**src/rtl/fsim_pkg.sv**
```systemverilog
// Purpose: Shared constants and types of the fault simulation sequencer.
// Assumes: 250 MHz system clock, AXI4-Lite with 32-bit data.
// Notes:   Register map, state codes and derived timing counts.
package fsim_pkg;
  // Clock and phase timing.
  localparam int CLK_HZ          = 250_000_000;
  localparam int MS_PER_S        = 1000;
  localparam int RESET_PHASE_MS  = 100;
  localparam int RESET_PHASE_CYC = CLK_HZ / MS_PER_S * RESET_PHASE_MS;
  localparam int QUIET_S         = 5;
  localparam int QUIET_CYC       = CLK_HZ * QUIET_S;
  // Current threshold is one tenth of rated: 10 * i > rated.
  localparam int TENTH_MUL       = 10;
  // Simulated frequency is 0.16 percent above rated.
  localparam int FREQ_NUM        = 16;
  localparam int FREQ_DEN        = 10000;
  // Register byte addresses.
  localparam logic [11:0] ADDR_CTRL     = 12'h000;
  localparam logic [11:0] ADDR_STATUS   = 12'h004;
  localparam logic [11:0] ADDR_DUR_PRE  = 12'h008;
  localparam logic [11:0] ADDR_DUR_FLT  = 12'h00c;
  localparam logic [11:0] ADDR_DUR_POST = 12'h010;
  localparam logic [11:0] ADDR_RATED_I  = 12'h014;
  localparam logic [11:0] ADDR_RATED_F  = 12'h018;
  localparam logic [11:0] ADDR_IRQ_ST   = 12'h01c;
  localparam logic [11:0] ADDR_IRQ_EN   = 12'h020;
  localparam logic [11:0] ADDR_IRQ_CLR  = 12'h024;
  localparam logic [11:0] ADDR_SIM_BASE = 12'h100;
  localparam logic [11:0] ADDR_SIM_LAST = 12'h15c;
  localparam int SIM_CH    = 8;
  localparam int SIM_WORDS = 24;
  // Control register fields.
  localparam int CTRL_START     = 0;
  localparam int CTRL_STOP      = 1;
  localparam int CTRL_WITH_TRIP = 2;
  localparam int CTRL_FP_ASG    = 3;
  localparam int CTRL_LAUNCH_ASG = 4;
  // Interrupt status fields.
  localparam int IRQ_W       = 5;
  localparam int IRQ_STARTED = 0;
  localparam int IRQ_DONE    = 1;
  localparam int IRQ_ABORT   = 2;
  localparam int IRQ_HALT    = 3;
  localparam int IRQ_REFUSED = 4;
  // Reset values.
  localparam logic [31:0] DUR_RST     = 32'h0000_0001;
  localparam logic [15:0] RATED_I_RST = 16'h03e8;
  localparam logic [31:0] RATED_F_RST = 32'h0000_c350;
  // Bus responses.
  localparam logic [1:0] RESP_OKAY   = 2'h0;
  localparam logic [1:0] RESP_SLVERR = 2'h2;
  // Phase codes reported to the recorders.
  localparam logic [2:0] CODE_NORMAL = 3'h0;
  localparam logic [2:0] CODE_PRE    = 3'h1;
  localparam logic [2:0] CODE_FAULT  = 3'h2;
  localparam logic [2:0] CODE_POST   = 3'h3;
  localparam logic [2:0] CODE_RESET  = 3'h4;
  typedef enum logic [2:0] {
    ST_IDLE  = 3'h0,
    ST_RST1  = 3'h1,
    ST_PRE   = 3'h3,
    ST_FAULT = 3'h2,
    ST_POST  = 3'h6,
    ST_RST2  = 3'h7
  } seq_state_t;
endpackage

```
**src/rtl/fault_simulation_sequencer.sv**
```systemverilog
// Purpose: Fault simulation sequencer with AXI4-Lite registers.
// Assumes: Inputs synchronous to aclk; ce low freezes all state.
// Notes:   Phase durations are in clock cycles; zero counts as one.
// Behaviour
// [RQ1] Run pre-fault, then fault, then post-fault.
// [RQ2] Reset phase before pre-fault and after post-fault.
// [RQ3] Report phase codes zero to four.
// [RQ4] Configurable durations and per-phase quantities.
// [RQ5] Abort when phase current exceeds tenth rated.
// [RQ6] Refuse start until five quiet seconds; the code applies this only after an overcurrent abort, through lockout.
// [RQ7] Two external inputs hold simulator blocked.
// [RQ8] Force-post input jumps to post-fault.
// [RQ9] Freeze energy counters while running.
// [RQ10] Simulated voltages are phase-to-neutral.
// [RQ11] Simulated frequency 0.16 percent above rated.
// [RQ12] No-trip policy blocks trip orders out.
// [RQ13] With-trip policy passes trip orders out.
// [RQ14] Without force-post, manual start runs fully.
// [RQ15] Manual stop ends simulation at once.
// [RQ16] External launch starts when permitted.
// [RQ17] Protection out of service while running.
// [RQ18] Timers advance phases; end returns normal.
// [RQ19] Operator ties breaker-closed to a block input.
//
// The placing of the registers and the AXI4-Lite slave port were left to the implementer.
module fault_simulation_sequencer #(
  parameter int RESET_PHASE_CYC = fsim_pkg::RESET_PHASE_CYC,
  parameter int QUIET_CYC       = fsim_pkg::QUIET_CYC
) (
  input  wire logic         aclk,
  input  wire logic         aresetn,
  input  wire logic         ce,
  input  wire logic [11:0]  s_axi_awaddr,
  input  wire logic         s_axi_awvalid,
  output logic              s_axi_awready,
  input  wire logic [31:0]  s_axi_wdata,
  input  wire logic [3:0]   s_axi_wstrb,
  input  wire logic         s_axi_wvalid,
  output logic              s_axi_wready,
  output logic [1:0]        s_axi_bresp,
  output logic              s_axi_bvalid,
  input  wire logic         s_axi_bready,
  input  wire logic [11:0]  s_axi_araddr,
  input  wire logic         s_axi_arvalid,
  output logic              s_axi_arready,
  output logic [31:0]       s_axi_rdata,
  output logic [1:0]        s_axi_rresp,
  output logic              s_axi_rvalid,
  input  wire logic         s_axi_rready,
  input  wire logic [15:0]  phase_current_a,
  input  wire logic [15:0]  phase_current_b,
  input  wire logic [15:0]  phase_current_c,
  input  wire logic         external_block_one,
  input  wire logic         external_block_two,
  input  wire logic         external_jump_to_post_fault,
  input  wire logic         external_sim_launch,
  input  wire logic         protection_trip_order,
  output logic              breaker_trip_order,
  output logic [2:0]        seq_phase_code,
  output logic              protection_reinit,
  output logic              protection_out_of_service,
  output logic              energy_counters_freeze,
  output logic              sim_volts_phase_neutral,
  output logic [255:0]      sim_quantities,
  output logic [31:0]       sim_freq_mhz,
  output logic              irq
);

  typedef struct packed {
    fsim_pkg::seq_state_t                st;
    logic [31:0]                         tmr;
    logic [31:0]                         quiet;
    logic                                lockout;
    logic                                launch_q;
    logic                                with_trip;
    logic                                fp_asg;
    logic                                launch_asg;
    logic [2:0][31:0]                    dur;
    logic [15:0]                         rated_i;
    logic [31:0]                         rated_f;
    logic [fsim_pkg::IRQ_W-1:0]          irq_st;
    logic [fsim_pkg::IRQ_W-1:0]          irq_en;
    logic [fsim_pkg::SIM_WORDS-1:0][31:0] sim_cfg;
    logic [fsim_pkg::SIM_CH-1:0][31:0]   sim_out;
    logic [2:0]                          code;
    logic                                reinit;
    logic                                running;
    logic                                trip;
    logic [31:0]                         freq;
    logic                                irq;
    logic                                awready;
    logic                                wready;
    logic                                arready;
    logic                                bvalid;
    logic                                rvalid;
    logic                                aw_held;
    logic                                w_held;
    logic [11:0]                         awaddr;
    logic [31:0]                         wdata;
    logic [3:0]                          wstrb;
    logic [1:0]                          bresp;
    logic [1:0]                          rresp;
    logic [31:0]                         rdata;
  } seq_regs_t;

  seq_regs_t                    s_ff;
  seq_regs_t                    nxt_s;
  logic                         over;
  logic                         blk;
  logic                         cmd_start;
  logic                         cmd_stop;
  logic                         launch_edge;
  logic [fsim_pkg::IRQ_W-1:0]   ev;
  logic [fsim_pkg::IRQ_W-1:0]   irq_clr;

  // True when ten times the current exceeds the rated current.
  function automatic logic over_tenth(input logic [15:0] i,
                                      input logic [15:0] rated);
    over_tenth = (20'(i) * 20'(fsim_pkg::TENTH_MUL)) > 20'(rated);
  endfunction

  // Zero durations are loaded as one cycle, the shortest phase length.
  function automatic logic [31:0] ld(input logic [31:0] d);
    ld = (d == 32'h0) ? 32'h1 : d;
  endfunction

  function automatic logic is_sim(input logic [11:0] a);
    is_sim = (a >= fsim_pkg::ADDR_SIM_BASE) &&
             (a <= fsim_pkg::ADDR_SIM_LAST) && (a[1:0] == 2'h0);
  endfunction

  function automatic logic [4:0] sim_idx(input logic [11:0] a);
    logic [11:0] off;
    off = a - fsim_pkg::ADDR_SIM_BASE;
    sim_idx = off[6:2];
  endfunction

  // Byte-lane merge for writable registers.
  function automatic logic [31:0] merge(input logic [31:0] o,
                                        input logic [31:0] d,
                                        input logic [3:0]  b);
    for (int k = 0; k < 4; k++) begin
      o[k*8 +: 8] = b[k] ? d[k*8 +: 8] : o[k*8 +: 8];
    end
    merge = o;
  endfunction

  function automatic logic [2:0] code_of(input fsim_pkg::seq_state_t x);
    unique case (x)
      fsim_pkg::ST_IDLE:  code_of = fsim_pkg::CODE_NORMAL;
      fsim_pkg::ST_PRE:   code_of = fsim_pkg::CODE_PRE;
      fsim_pkg::ST_FAULT: code_of = fsim_pkg::CODE_FAULT;
      fsim_pkg::ST_POST:  code_of = fsim_pkg::CODE_POST;
      default:            code_of = fsim_pkg::CODE_RESET;
    endcase
  endfunction

  // Bus slave, sequencer and output staging in one next-state process.
  always_comb begin
    nxt_s = s_ff;
    cmd_start = 1'b0;
    cmd_stop = 1'b0;
    ev = '0;
    irq_clr = '0;
    over = over_tenth(phase_current_a, s_ff.rated_i) |
           over_tenth(phase_current_b, s_ff.rated_i) |
           over_tenth(phase_current_c, s_ff.rated_i);
    blk = external_block_one | external_block_two; // RQ7
    launch_edge = s_ff.launch_asg & external_sim_launch & ~s_ff.launch_q;
    if (ce) begin
      // Perform a write once both address and data are held.
      if (s_ff.aw_held && s_ff.w_held && !s_ff.bvalid) begin
        nxt_s.aw_held = 1'b0;
        nxt_s.w_held = 1'b0;
        nxt_s.bvalid = 1'b1;
        nxt_s.bresp = fsim_pkg::RESP_OKAY;
        case (s_ff.awaddr)
          fsim_pkg::ADDR_CTRL: begin
            if (s_ff.wstrb[0]) begin
              cmd_start = s_ff.wdata[fsim_pkg::CTRL_START];
              cmd_stop = s_ff.wdata[fsim_pkg::CTRL_STOP];
              nxt_s.with_trip = s_ff.wdata[fsim_pkg::CTRL_WITH_TRIP];
              nxt_s.fp_asg = s_ff.wdata[fsim_pkg::CTRL_FP_ASG];
              nxt_s.launch_asg = s_ff.wdata[fsim_pkg::CTRL_LAUNCH_ASG];
            end
          end
          fsim_pkg::ADDR_STATUS, fsim_pkg::ADDR_IRQ_ST: ;
          fsim_pkg::ADDR_DUR_PRE:
            nxt_s.dur[0] = merge(s_ff.dur[0], s_ff.wdata, s_ff.wstrb);
          fsim_pkg::ADDR_DUR_FLT:
            nxt_s.dur[1] = merge(s_ff.dur[1], s_ff.wdata, s_ff.wstrb);
          fsim_pkg::ADDR_DUR_POST:
            nxt_s.dur[2] = merge(s_ff.dur[2], s_ff.wdata, s_ff.wstrb);
          fsim_pkg::ADDR_RATED_I:
            nxt_s.rated_i = 16'(merge({16'h0, s_ff.rated_i}, s_ff.wdata,
                                      s_ff.wstrb));
          fsim_pkg::ADDR_RATED_F:
            nxt_s.rated_f = merge(s_ff.rated_f, s_ff.wdata, s_ff.wstrb);
          fsim_pkg::ADDR_IRQ_EN:
            nxt_s.irq_en = s_ff.wstrb[0] ?
                           s_ff.wdata[fsim_pkg::IRQ_W-1:0] : s_ff.irq_en;
          fsim_pkg::ADDR_IRQ_CLR:
            irq_clr = s_ff.wstrb[0] ?
                      s_ff.wdata[fsim_pkg::IRQ_W-1:0] : '0;
          default: begin
            if (is_sim(s_ff.awaddr)) begin
              nxt_s.sim_cfg[sim_idx(s_ff.awaddr)] = merge(
                s_ff.sim_cfg[sim_idx(s_ff.awaddr)], s_ff.wdata,
                s_ff.wstrb); // RQ4
            end else begin
              nxt_s.bresp = fsim_pkg::RESP_SLVERR;
            end
          end
        endcase
      end
      if (s_ff.bvalid && s_axi_bready) begin
        nxt_s.bvalid = 1'b0;
      end
      if (s_ff.awready && s_axi_awvalid) begin
        nxt_s.aw_held = 1'b1;
        nxt_s.awaddr = s_axi_awaddr;
      end
      if (s_ff.wready && s_axi_wvalid) begin
        nxt_s.w_held = 1'b1;
        nxt_s.wdata = s_axi_wdata;
        nxt_s.wstrb = s_axi_wstrb;
      end
      // Reads have no side effects; unmapped reads give zero and SLVERR.
      if (s_ff.rvalid && s_axi_rready) begin
        nxt_s.rvalid = 1'b0;
      end
      if (s_ff.arready && s_axi_arvalid) begin
        nxt_s.rvalid = 1'b1;
        nxt_s.rresp = fsim_pkg::RESP_OKAY;
        nxt_s.rdata = 32'h0;
        case (s_axi_araddr)
          fsim_pkg::ADDR_CTRL:
            nxt_s.rdata[fsim_pkg::CTRL_LAUNCH_ASG:fsim_pkg::CTRL_WITH_TRIP]
              = {s_ff.launch_asg, s_ff.fp_asg, s_ff.with_trip};
          fsim_pkg::ADDR_STATUS:
            nxt_s.rdata[6:0] = {over, blk, s_ff.lockout, s_ff.running,
                                s_ff.code};
          fsim_pkg::ADDR_DUR_PRE:  nxt_s.rdata = s_ff.dur[0];
          fsim_pkg::ADDR_DUR_FLT:  nxt_s.rdata = s_ff.dur[1];
          fsim_pkg::ADDR_DUR_POST: nxt_s.rdata = s_ff.dur[2];
          fsim_pkg::ADDR_RATED_I:  nxt_s.rdata[15:0] = s_ff.rated_i;
          fsim_pkg::ADDR_RATED_F:  nxt_s.rdata = s_ff.rated_f;
          fsim_pkg::ADDR_IRQ_ST:
            nxt_s.rdata[fsim_pkg::IRQ_W-1:0] = s_ff.irq_st;
          fsim_pkg::ADDR_IRQ_EN:
            nxt_s.rdata[fsim_pkg::IRQ_W-1:0] = s_ff.irq_en;
          fsim_pkg::ADDR_IRQ_CLR: ;
          default: begin
            if (is_sim(s_axi_araddr)) begin
              nxt_s.rdata = s_ff.sim_cfg[sim_idx(s_axi_araddr)];
            end else begin
              nxt_s.rresp = fsim_pkg::RESP_SLVERR;
            end
          end
        endcase
      end
      nxt_s.awready = !nxt_s.aw_held && !nxt_s.bvalid;
      nxt_s.wready = !nxt_s.w_held && !nxt_s.bvalid;
      nxt_s.arready = !nxt_s.rvalid;

      // Quiet time counts cycles with all currents low.
      nxt_s.launch_q = external_sim_launch;
      if (over) begin
        nxt_s.quiet = 32'h0;
      end else if (s_ff.quiet < 32'(QUIET_CYC)) begin
        nxt_s.quiet = s_ff.quiet + 32'h1;
      end
      nxt_s.lockout = s_ff.lockout &&
                      (s_ff.quiet < 32'(QUIET_CYC)); // RQ6

      // Aborts take priority over force-post, which beats the timer.
      if (s_ff.st != fsim_pkg::ST_IDLE && (over || blk || cmd_stop)) begin
        nxt_s.st = fsim_pkg::ST_IDLE; // RQ5 RQ15 RQ7
        ev[fsim_pkg::IRQ_ABORT] = over;
        ev[fsim_pkg::IRQ_HALT] = !over;
        nxt_s.lockout = nxt_s.lockout | over; // RQ6
      end else begin
        unique case (s_ff.st)
          fsim_pkg::ST_IDLE: begin
            if (cmd_start || launch_edge) begin // RQ16
              if (!over && !s_ff.lockout && !blk) begin
                nxt_s.st = fsim_pkg::ST_RST1; // RQ2
                nxt_s.tmr = ld(32'(RESET_PHASE_CYC));
                ev[fsim_pkg::IRQ_STARTED] = 1'b1;
              end else begin
                ev[fsim_pkg::IRQ_REFUSED] = 1'b1; // RQ6
              end
            end
          end
          fsim_pkg::ST_RST1: begin
            if (s_ff.tmr <= 32'h1) begin
              nxt_s.st = fsim_pkg::ST_PRE; // RQ1
              nxt_s.tmr = ld(s_ff.dur[0]);
            end else begin
              nxt_s.tmr = s_ff.tmr - 32'h1;
            end
          end
          fsim_pkg::ST_PRE, fsim_pkg::ST_FAULT: begin
            if (s_ff.fp_asg && external_jump_to_post_fault) begin
              nxt_s.st = fsim_pkg::ST_POST; // RQ8
              nxt_s.tmr = ld(s_ff.dur[2]);
            end else if (s_ff.tmr > 32'h1) begin
              nxt_s.tmr = s_ff.tmr - 32'h1;
            end else if (s_ff.st == fsim_pkg::ST_PRE) begin
              nxt_s.st = fsim_pkg::ST_FAULT; // RQ1 RQ18
              nxt_s.tmr = ld(s_ff.dur[1]);
            end else begin
              nxt_s.st = fsim_pkg::ST_POST; // RQ14
              nxt_s.tmr = ld(s_ff.dur[2]);
            end
          end
          fsim_pkg::ST_POST: begin
            if (s_ff.tmr <= 32'h1) begin
              nxt_s.st = fsim_pkg::ST_RST2; // RQ2
              nxt_s.tmr = ld(32'(RESET_PHASE_CYC));
            end else begin
              nxt_s.tmr = s_ff.tmr - 32'h1;
            end
          end
          fsim_pkg::ST_RST2: begin
            if (s_ff.tmr <= 32'h1) begin
              nxt_s.st = fsim_pkg::ST_IDLE; // RQ18
              ev[fsim_pkg::IRQ_DONE] = 1'b1;
            end else begin
              nxt_s.tmr = s_ff.tmr - 32'h1;
            end
          end
        endcase
      end

      // Outputs follow the next state so they line up with it.
      nxt_s.code = code_of(nxt_s.st); // RQ3
      nxt_s.running = nxt_s.st != fsim_pkg::ST_IDLE; // RQ9 RQ10 RQ17
      nxt_s.reinit = nxt_s.code == fsim_pkg::CODE_RESET; // RQ2
      nxt_s.trip = protection_trip_order &&
                   (nxt_s.with_trip || !nxt_s.running); // RQ12 RQ13
      nxt_s.sim_out = '0;
      if (nxt_s.code >= fsim_pkg::CODE_PRE &&
          nxt_s.code <= fsim_pkg::CODE_POST) begin
        nxt_s.sim_out = s_ff.sim_cfg[5'(nxt_s.code - 3'h1) *
                                     5'(fsim_pkg::SIM_CH)
                                     +: fsim_pkg::SIM_CH]; // RQ4
      end
      // Wide intermediate keeps the scaled product from overflowing.
      nxt_s.freq = nxt_s.rated_f + 32'((48'(nxt_s.rated_f) *
                   48'(fsim_pkg::FREQ_NUM)) / 48'(fsim_pkg::FREQ_DEN)); // RQ11
      // A new event wins over a clear in the same cycle.
      nxt_s.irq_st = (s_ff.irq_st & ~irq_clr) | ev;
      nxt_s.irq = |(nxt_s.irq_st & nxt_s.irq_en);
    end
  end

  // State register with synchronous reset.
  always_ff @(posedge aclk) begin
    if (!aresetn) begin
      s_ff <= '0;
      s_ff.dur <= {3{fsim_pkg::DUR_RST}};
      s_ff.rated_i <= fsim_pkg::RATED_I_RST;
      s_ff.rated_f <= fsim_pkg::RATED_F_RST;
    end else begin
      s_ff <= nxt_s;
    end
  end

  assign s_axi_awready = s_ff.awready;
  assign s_axi_wready = s_ff.wready;
  assign s_axi_bvalid = s_ff.bvalid;
  assign s_axi_bresp = s_ff.bresp;
  assign s_axi_arready = s_ff.arready;
  assign s_axi_rvalid = s_ff.rvalid;
  assign s_axi_rdata = s_ff.rdata;
  assign s_axi_rresp = s_ff.rresp;
  assign breaker_trip_order = s_ff.trip;
  assign seq_phase_code = s_ff.code;
  assign protection_reinit = s_ff.reinit;
  assign protection_out_of_service = s_ff.running;
  assign energy_counters_freeze = s_ff.running;
  assign sim_volts_phase_neutral = s_ff.running;
  assign sim_quantities = s_ff.sim_out;
  assign sim_freq_mhz = s_ff.freq;
  assign irq = s_ff.irq;

  // Checks on sequencing, aborts, trip gating.
  a_phase_order: assert property ( // RQ1
    @(posedge aclk) disable iff (!aresetn)
    (s_ff.st == fsim_pkg::ST_PRE ##1 s_ff.st != fsim_pkg::ST_PRE) |->
    s_ff.st inside {fsim_pkg::ST_FAULT, fsim_pkg::ST_POST,
                    fsim_pkg::ST_IDLE})
    else $error("pre-fault left to a wrong phase");
  a_reset_code: assert property ( // RQ3
    @(posedge aclk) disable iff (!aresetn)
    s_ff.st inside {fsim_pkg::ST_RST1, fsim_pkg::ST_RST2} |->
    s_ff.code == fsim_pkg::CODE_RESET && s_ff.reinit)
    else $error("reset phase not reported");
  a_over_abort: assert property ( // RQ5
    @(posedge aclk) disable iff (!aresetn)
    (ce && s_ff.running && over) |=>
    s_ff.st == fsim_pkg::ST_IDLE && s_ff.lockout)
    else $error("over current did not abort");
  a_lock_hold: assert property ( // RQ6
    @(posedge aclk) disable iff (!aresetn)
    (s_ff.lockout && s_ff.st == fsim_pkg::ST_IDLE) |=>
    s_ff.st == fsim_pkg::ST_IDLE)
    else $error("start taken during lockout");
  a_block_idle: assert property ( // RQ7
    @(posedge aclk) disable iff (!aresetn)
    (ce && blk) |=> s_ff.st == fsim_pkg::ST_IDLE)
    else $error("simulator ran while blocked");
  a_force_post: assert property ( // RQ8
    @(posedge aclk) disable iff (!aresetn)
    (ce && !over && !blk && !cmd_stop && s_ff.fp_asg &&
     external_jump_to_post_fault &&
     s_ff.st inside {fsim_pkg::ST_PRE, fsim_pkg::ST_FAULT}) |=>
    s_ff.st == fsim_pkg::ST_POST && s_ff.code == fsim_pkg::CODE_POST)
    else $error("force to post-fault missed");
  a_energy_frz: assert property ( // RQ9
    @(posedge aclk) disable iff (!aresetn)
    (s_ff.st != fsim_pkg::ST_IDLE) |->
    energy_counters_freeze && protection_out_of_service)
    else $error("counters not frozen in simulation");
  a_no_trip: assert property ( // RQ12
    @(posedge aclk) disable iff (!aresetn)
    (s_ff.running && !s_ff.with_trip) |-> !breaker_trip_order)
    else $error("trip order leaked in no-trip mode");
  a_with_trip: assert property ( // RQ13
    @(posedge aclk) disable iff (!aresetn)
    (ce && protection_trip_order) ##1 s_ff.with_trip |->
    breaker_trip_order)
    else $error("trip order not passed in with-trip mode");
  a_end_normal: assert property ( // RQ18
    @(posedge aclk) disable iff (!aresetn)
    (ce && !over && !blk && !cmd_stop &&
     s_ff.st == fsim_pkg::ST_RST2 && s_ff.tmr <= 32'h1) |=>
    s_ff.code == fsim_pkg::CODE_NORMAL && !s_ff.running)
    else $error("final reset did not return to normal");

endmodule // fault_simulation_sequencer

```
**config.mk**
```make
export PLATFORM = sky130hd
export DESIGN_NAME = fault_simulation_sequencer
export DESIGN_NICKNAME = d
export VERILOG_FILES = /design/src/rtl/fsim_pkg.sv /design/src/rtl/fault_simulation_sequencer.sv
export SDC_FILE = /design/constraint.sdc
export NUM_CORES = 2
export LEC_CHECK = 0
export BUFFER_PORTS_ARGS = -buffer_cell sky130_fd_sc_hd__buf_2
export CORE_UTILIZATION = 55
export CTS_CLUSTER_DIAMETER = 200
export DETAILED_ROUTE_END_ITERATION = 8
export PLACE_DENSITY_LB_ADDON = 0.15
export SLEW_MARGIN = 30
export SYNTH_ARGS = -nofsm -noshare
export SYNTH_HDL_FRONTEND = slang
export SYNTH_SLANG_ARGS = --single-unit
```
**constraint.sdc**
```tcl
create_clock -name aclk -period 60.7 [get_ports aclk]
set_clock_uncertainty 0.15 [all_clocks]
set_input_delay 0 -clock aclk [delete_from_list [all_inputs] [get_ports aclk]]
set_output_delay 0 -clock aclk [all_outputs]
set_load 0.02 [all_outputs]
```
==> results by group <==
Outcome
  – Status: finished clean

GRT
  – Antenna violations before repair: 22
  – Total track usage: 42.59%
  – Number of global-route vias before repair: 78890
  – Largest net degree at the start of global routing: 235
  – Overflow after GRT: 0
  – First-pass GRT wire length: 509700 um

Clock tree
  – Later-pin clock latency in the skew report: 0.84 ns
  – Root Driver: clkbuf_16
  – CTS Sinks: 1377
  – CTS Hold Bufs: 192
  – # resized after CTS: 0
  – CTS clock-pin slew for the worst setup and hold paths: 0.07 ns
  – TritonCTS Buffers: 155
  – Clk buf depth: 3
  – CTS H-tree depth: 4
  – CTS tree: done
  – Setup bufs post-CTS: 0

Critical path
  – Critical Path Start Type: register
  – WP buf/inv: 6
  – CP max-delay cell: dfxtp_2
  – Worst EP required: 61.21 ns
  – Arr. time, crit path: 31.75 ns
  – CP delay by family, top: compound AO/OA/AOI/OAI gates
  – Worst-path fanout max: 24
  – Slowest Stage Delay on Critical Path: 0.80 ns
  – Cell repeated most along the worst path: a21oi_1
  – Worst Setup End Kind: register
  – Crit path kind: reg2reg

Floorplan
  – Row count: 144
  – Die Width: 395.5 um
  – Core area: 153900 um2
  – Die area: 156400 um2
  – Die height: 395.5 um
  – Ports: 459
  – Starting Density: 55.35%

Synthesis
  – Synth top area cells: dfxtp_1 32%, mux4_2 11%, nor2_1 9.6%
  – Post-synth top area cell: dfxtp_1
  – Yosys top cell area share: 32.37%
  – Mapped Cells: 11000
  – Synthesized area per cell: 7.744 um2
  – Post-synthesis register bit count: 1377
  – YS warnings: 0
  – Mapped Area: 85160 um2
  – Netlist cell types: 167
  – Main synth FF type: dfxtp_1
  – Async set-or-reset flop fraction in the synthesized netlist: 0%
  – Post-synth EDFFs: 0
  – Sequential area share after synthesis: 32.37%

Timing
  – Fmax achieved: 0.03200 GHz
  – Min cycle time layout: 31.25 ns
  – Final period utilization: 51.48%
  – Final Hold Viols: 0
  – Slew @ Worst Pin: 1.142 ns
  – Setup TNS: 0 ns
  – Slew Viols, Final: 0
  – Final setup fails: 0
  – RSZ-0062 raised after global routing: false
  – Max-slew headroom: 23.87%

Cells and area
  – Share of layout cells above drive strength 1: 14.53%
  – Most frequent cells in the layout: 2155 x nor2_1, 1426 x a21oi_1, 1383 x nand2_1
  – Final instance area: 93900 um2
  – Commonest non-fill, non-tap cell in the layout: nor2_1
  – Area Overhead vs Synth: 10.26%
  – Final net count: 11100

Detailed routing
  – Routed WL: 346900 um
  – DR vias/cell: 6.604
  – Initial DRC Count: 12160
  – DRC errors left: 0
  – Drt pass-1 iters: 9
  – WL/cell: 26.67 um
  – DR vias: 85900
  – ANT nets after route: 0

Flow run
  – Max-cap violations: 0

Placed design
  – DP Area: 86240 um2
  – Routability cong.: 0.9905
  – Final HPWL DP: 234600 um
  – IO Port Bufs: 456

Worst hold path
  – Min-Delay Path Class: in2reg
[per-stage QoR]
step	setup slack [ns]	hold WS [ns]	util, %	instances
2_1_floorplan	35.92	-0.01404	-	11000
3_3_place_gp	29.70	0.1012	55.80	12500
3_5_place_dp	29.67	0.09696	56.05	12520
4_1_cts	29.60	0.008302	60.89	12990
5_1_grt	26.92	0.06800	61.02	13000
6_report	29.45	0.04295	61.03	13010
[worst min-delay path: cells and delay by family]
family / cells / cell delay, ns
buf+inv: 2 / 0.69
compound gates: 2 / 0.19
simple gates: 1 / 0.05
[routing by layer]
layer	track usage, %	share of wire [%]
met4	22.86	6.2
met5	0	0.032
met1	55.93	38
met2	62.62	42
met3	12.81	13
[cell type report]
| class | instances | area (um2) |
|---|---|---|
| clock buffer | 219 | 4521 |
| sequential | 1377 | 27580 |
| inverter | 173 | 680.7 |
| clock inverter | 66 | 1005 |
| multi-input combinational | 8287 | 51560 |
| fill | 13720 | 59970 |
| timing repair buffer | 831 | 5968 |
| antenna | 10 | 25.02 |
| tap | 2044 | 2557 |
[path summary, 6_finish.rpt]
| check | endpoint | slack (ns) | from | cells after the start |
|---|---|---|---|---|
| worst max register to register | sim_freq_mhz[30]$_SDFFE_PN0P_ | 29.45 | s_ff[76]$_SDFFE_PN0P_ | 112 |
| worst min-delay path | s_axi_awready$_SDFFE_PN0P_ | 0.04 | s_axi_awvalid | 5 |
| worst min register to register | breaker_trip_order$_SDFFE_PN0P_ | 0.32 | breaker_trip_order$_SDFFE_PN0P_ | 2 |
| worst max-delay path | sim_freq_mhz[30]$_SDFFE_PN0P_ | 29.45 | s_ff[76]$_SDFFE_PN0P_ | 112 |
[registers in the layout, indices dropped and copies added, names as in the netlist, 3 cells and up]
register	cells
sim_freq_mhz	32
seq_phase_code	3
sim_quantities	256
s_axi_rdata	32
s_ff	1044
[synth_stat cells (151+ instances only)]
master and count:
mux4_2 416, dfxtp_1 1377, inv_1 151, nor3_1 596, nand3_1 158, mux2i_1 206
buf_4 347, o21ai_0 295, nand2_1 1390, ha_1 154, a21oi_1 1428, clkbuf_1 694
nor2_1 2182
[logic make-up after synthesis]
logic type,after synthesis,synth area share [%]
buf+inv,1334,7.577
mux,659,13.94
fa+ha+maj,167,2.464
xor+xnor,198,2.173
other cells,1,0.004403
compound gates,2544,18.06
flops,1377,32.37
simple gates,4717,23.41
Power is left out: the tool's default activity adds up to more than one toggle a clock period on the data nets, which glitch-free logic cannot reach.
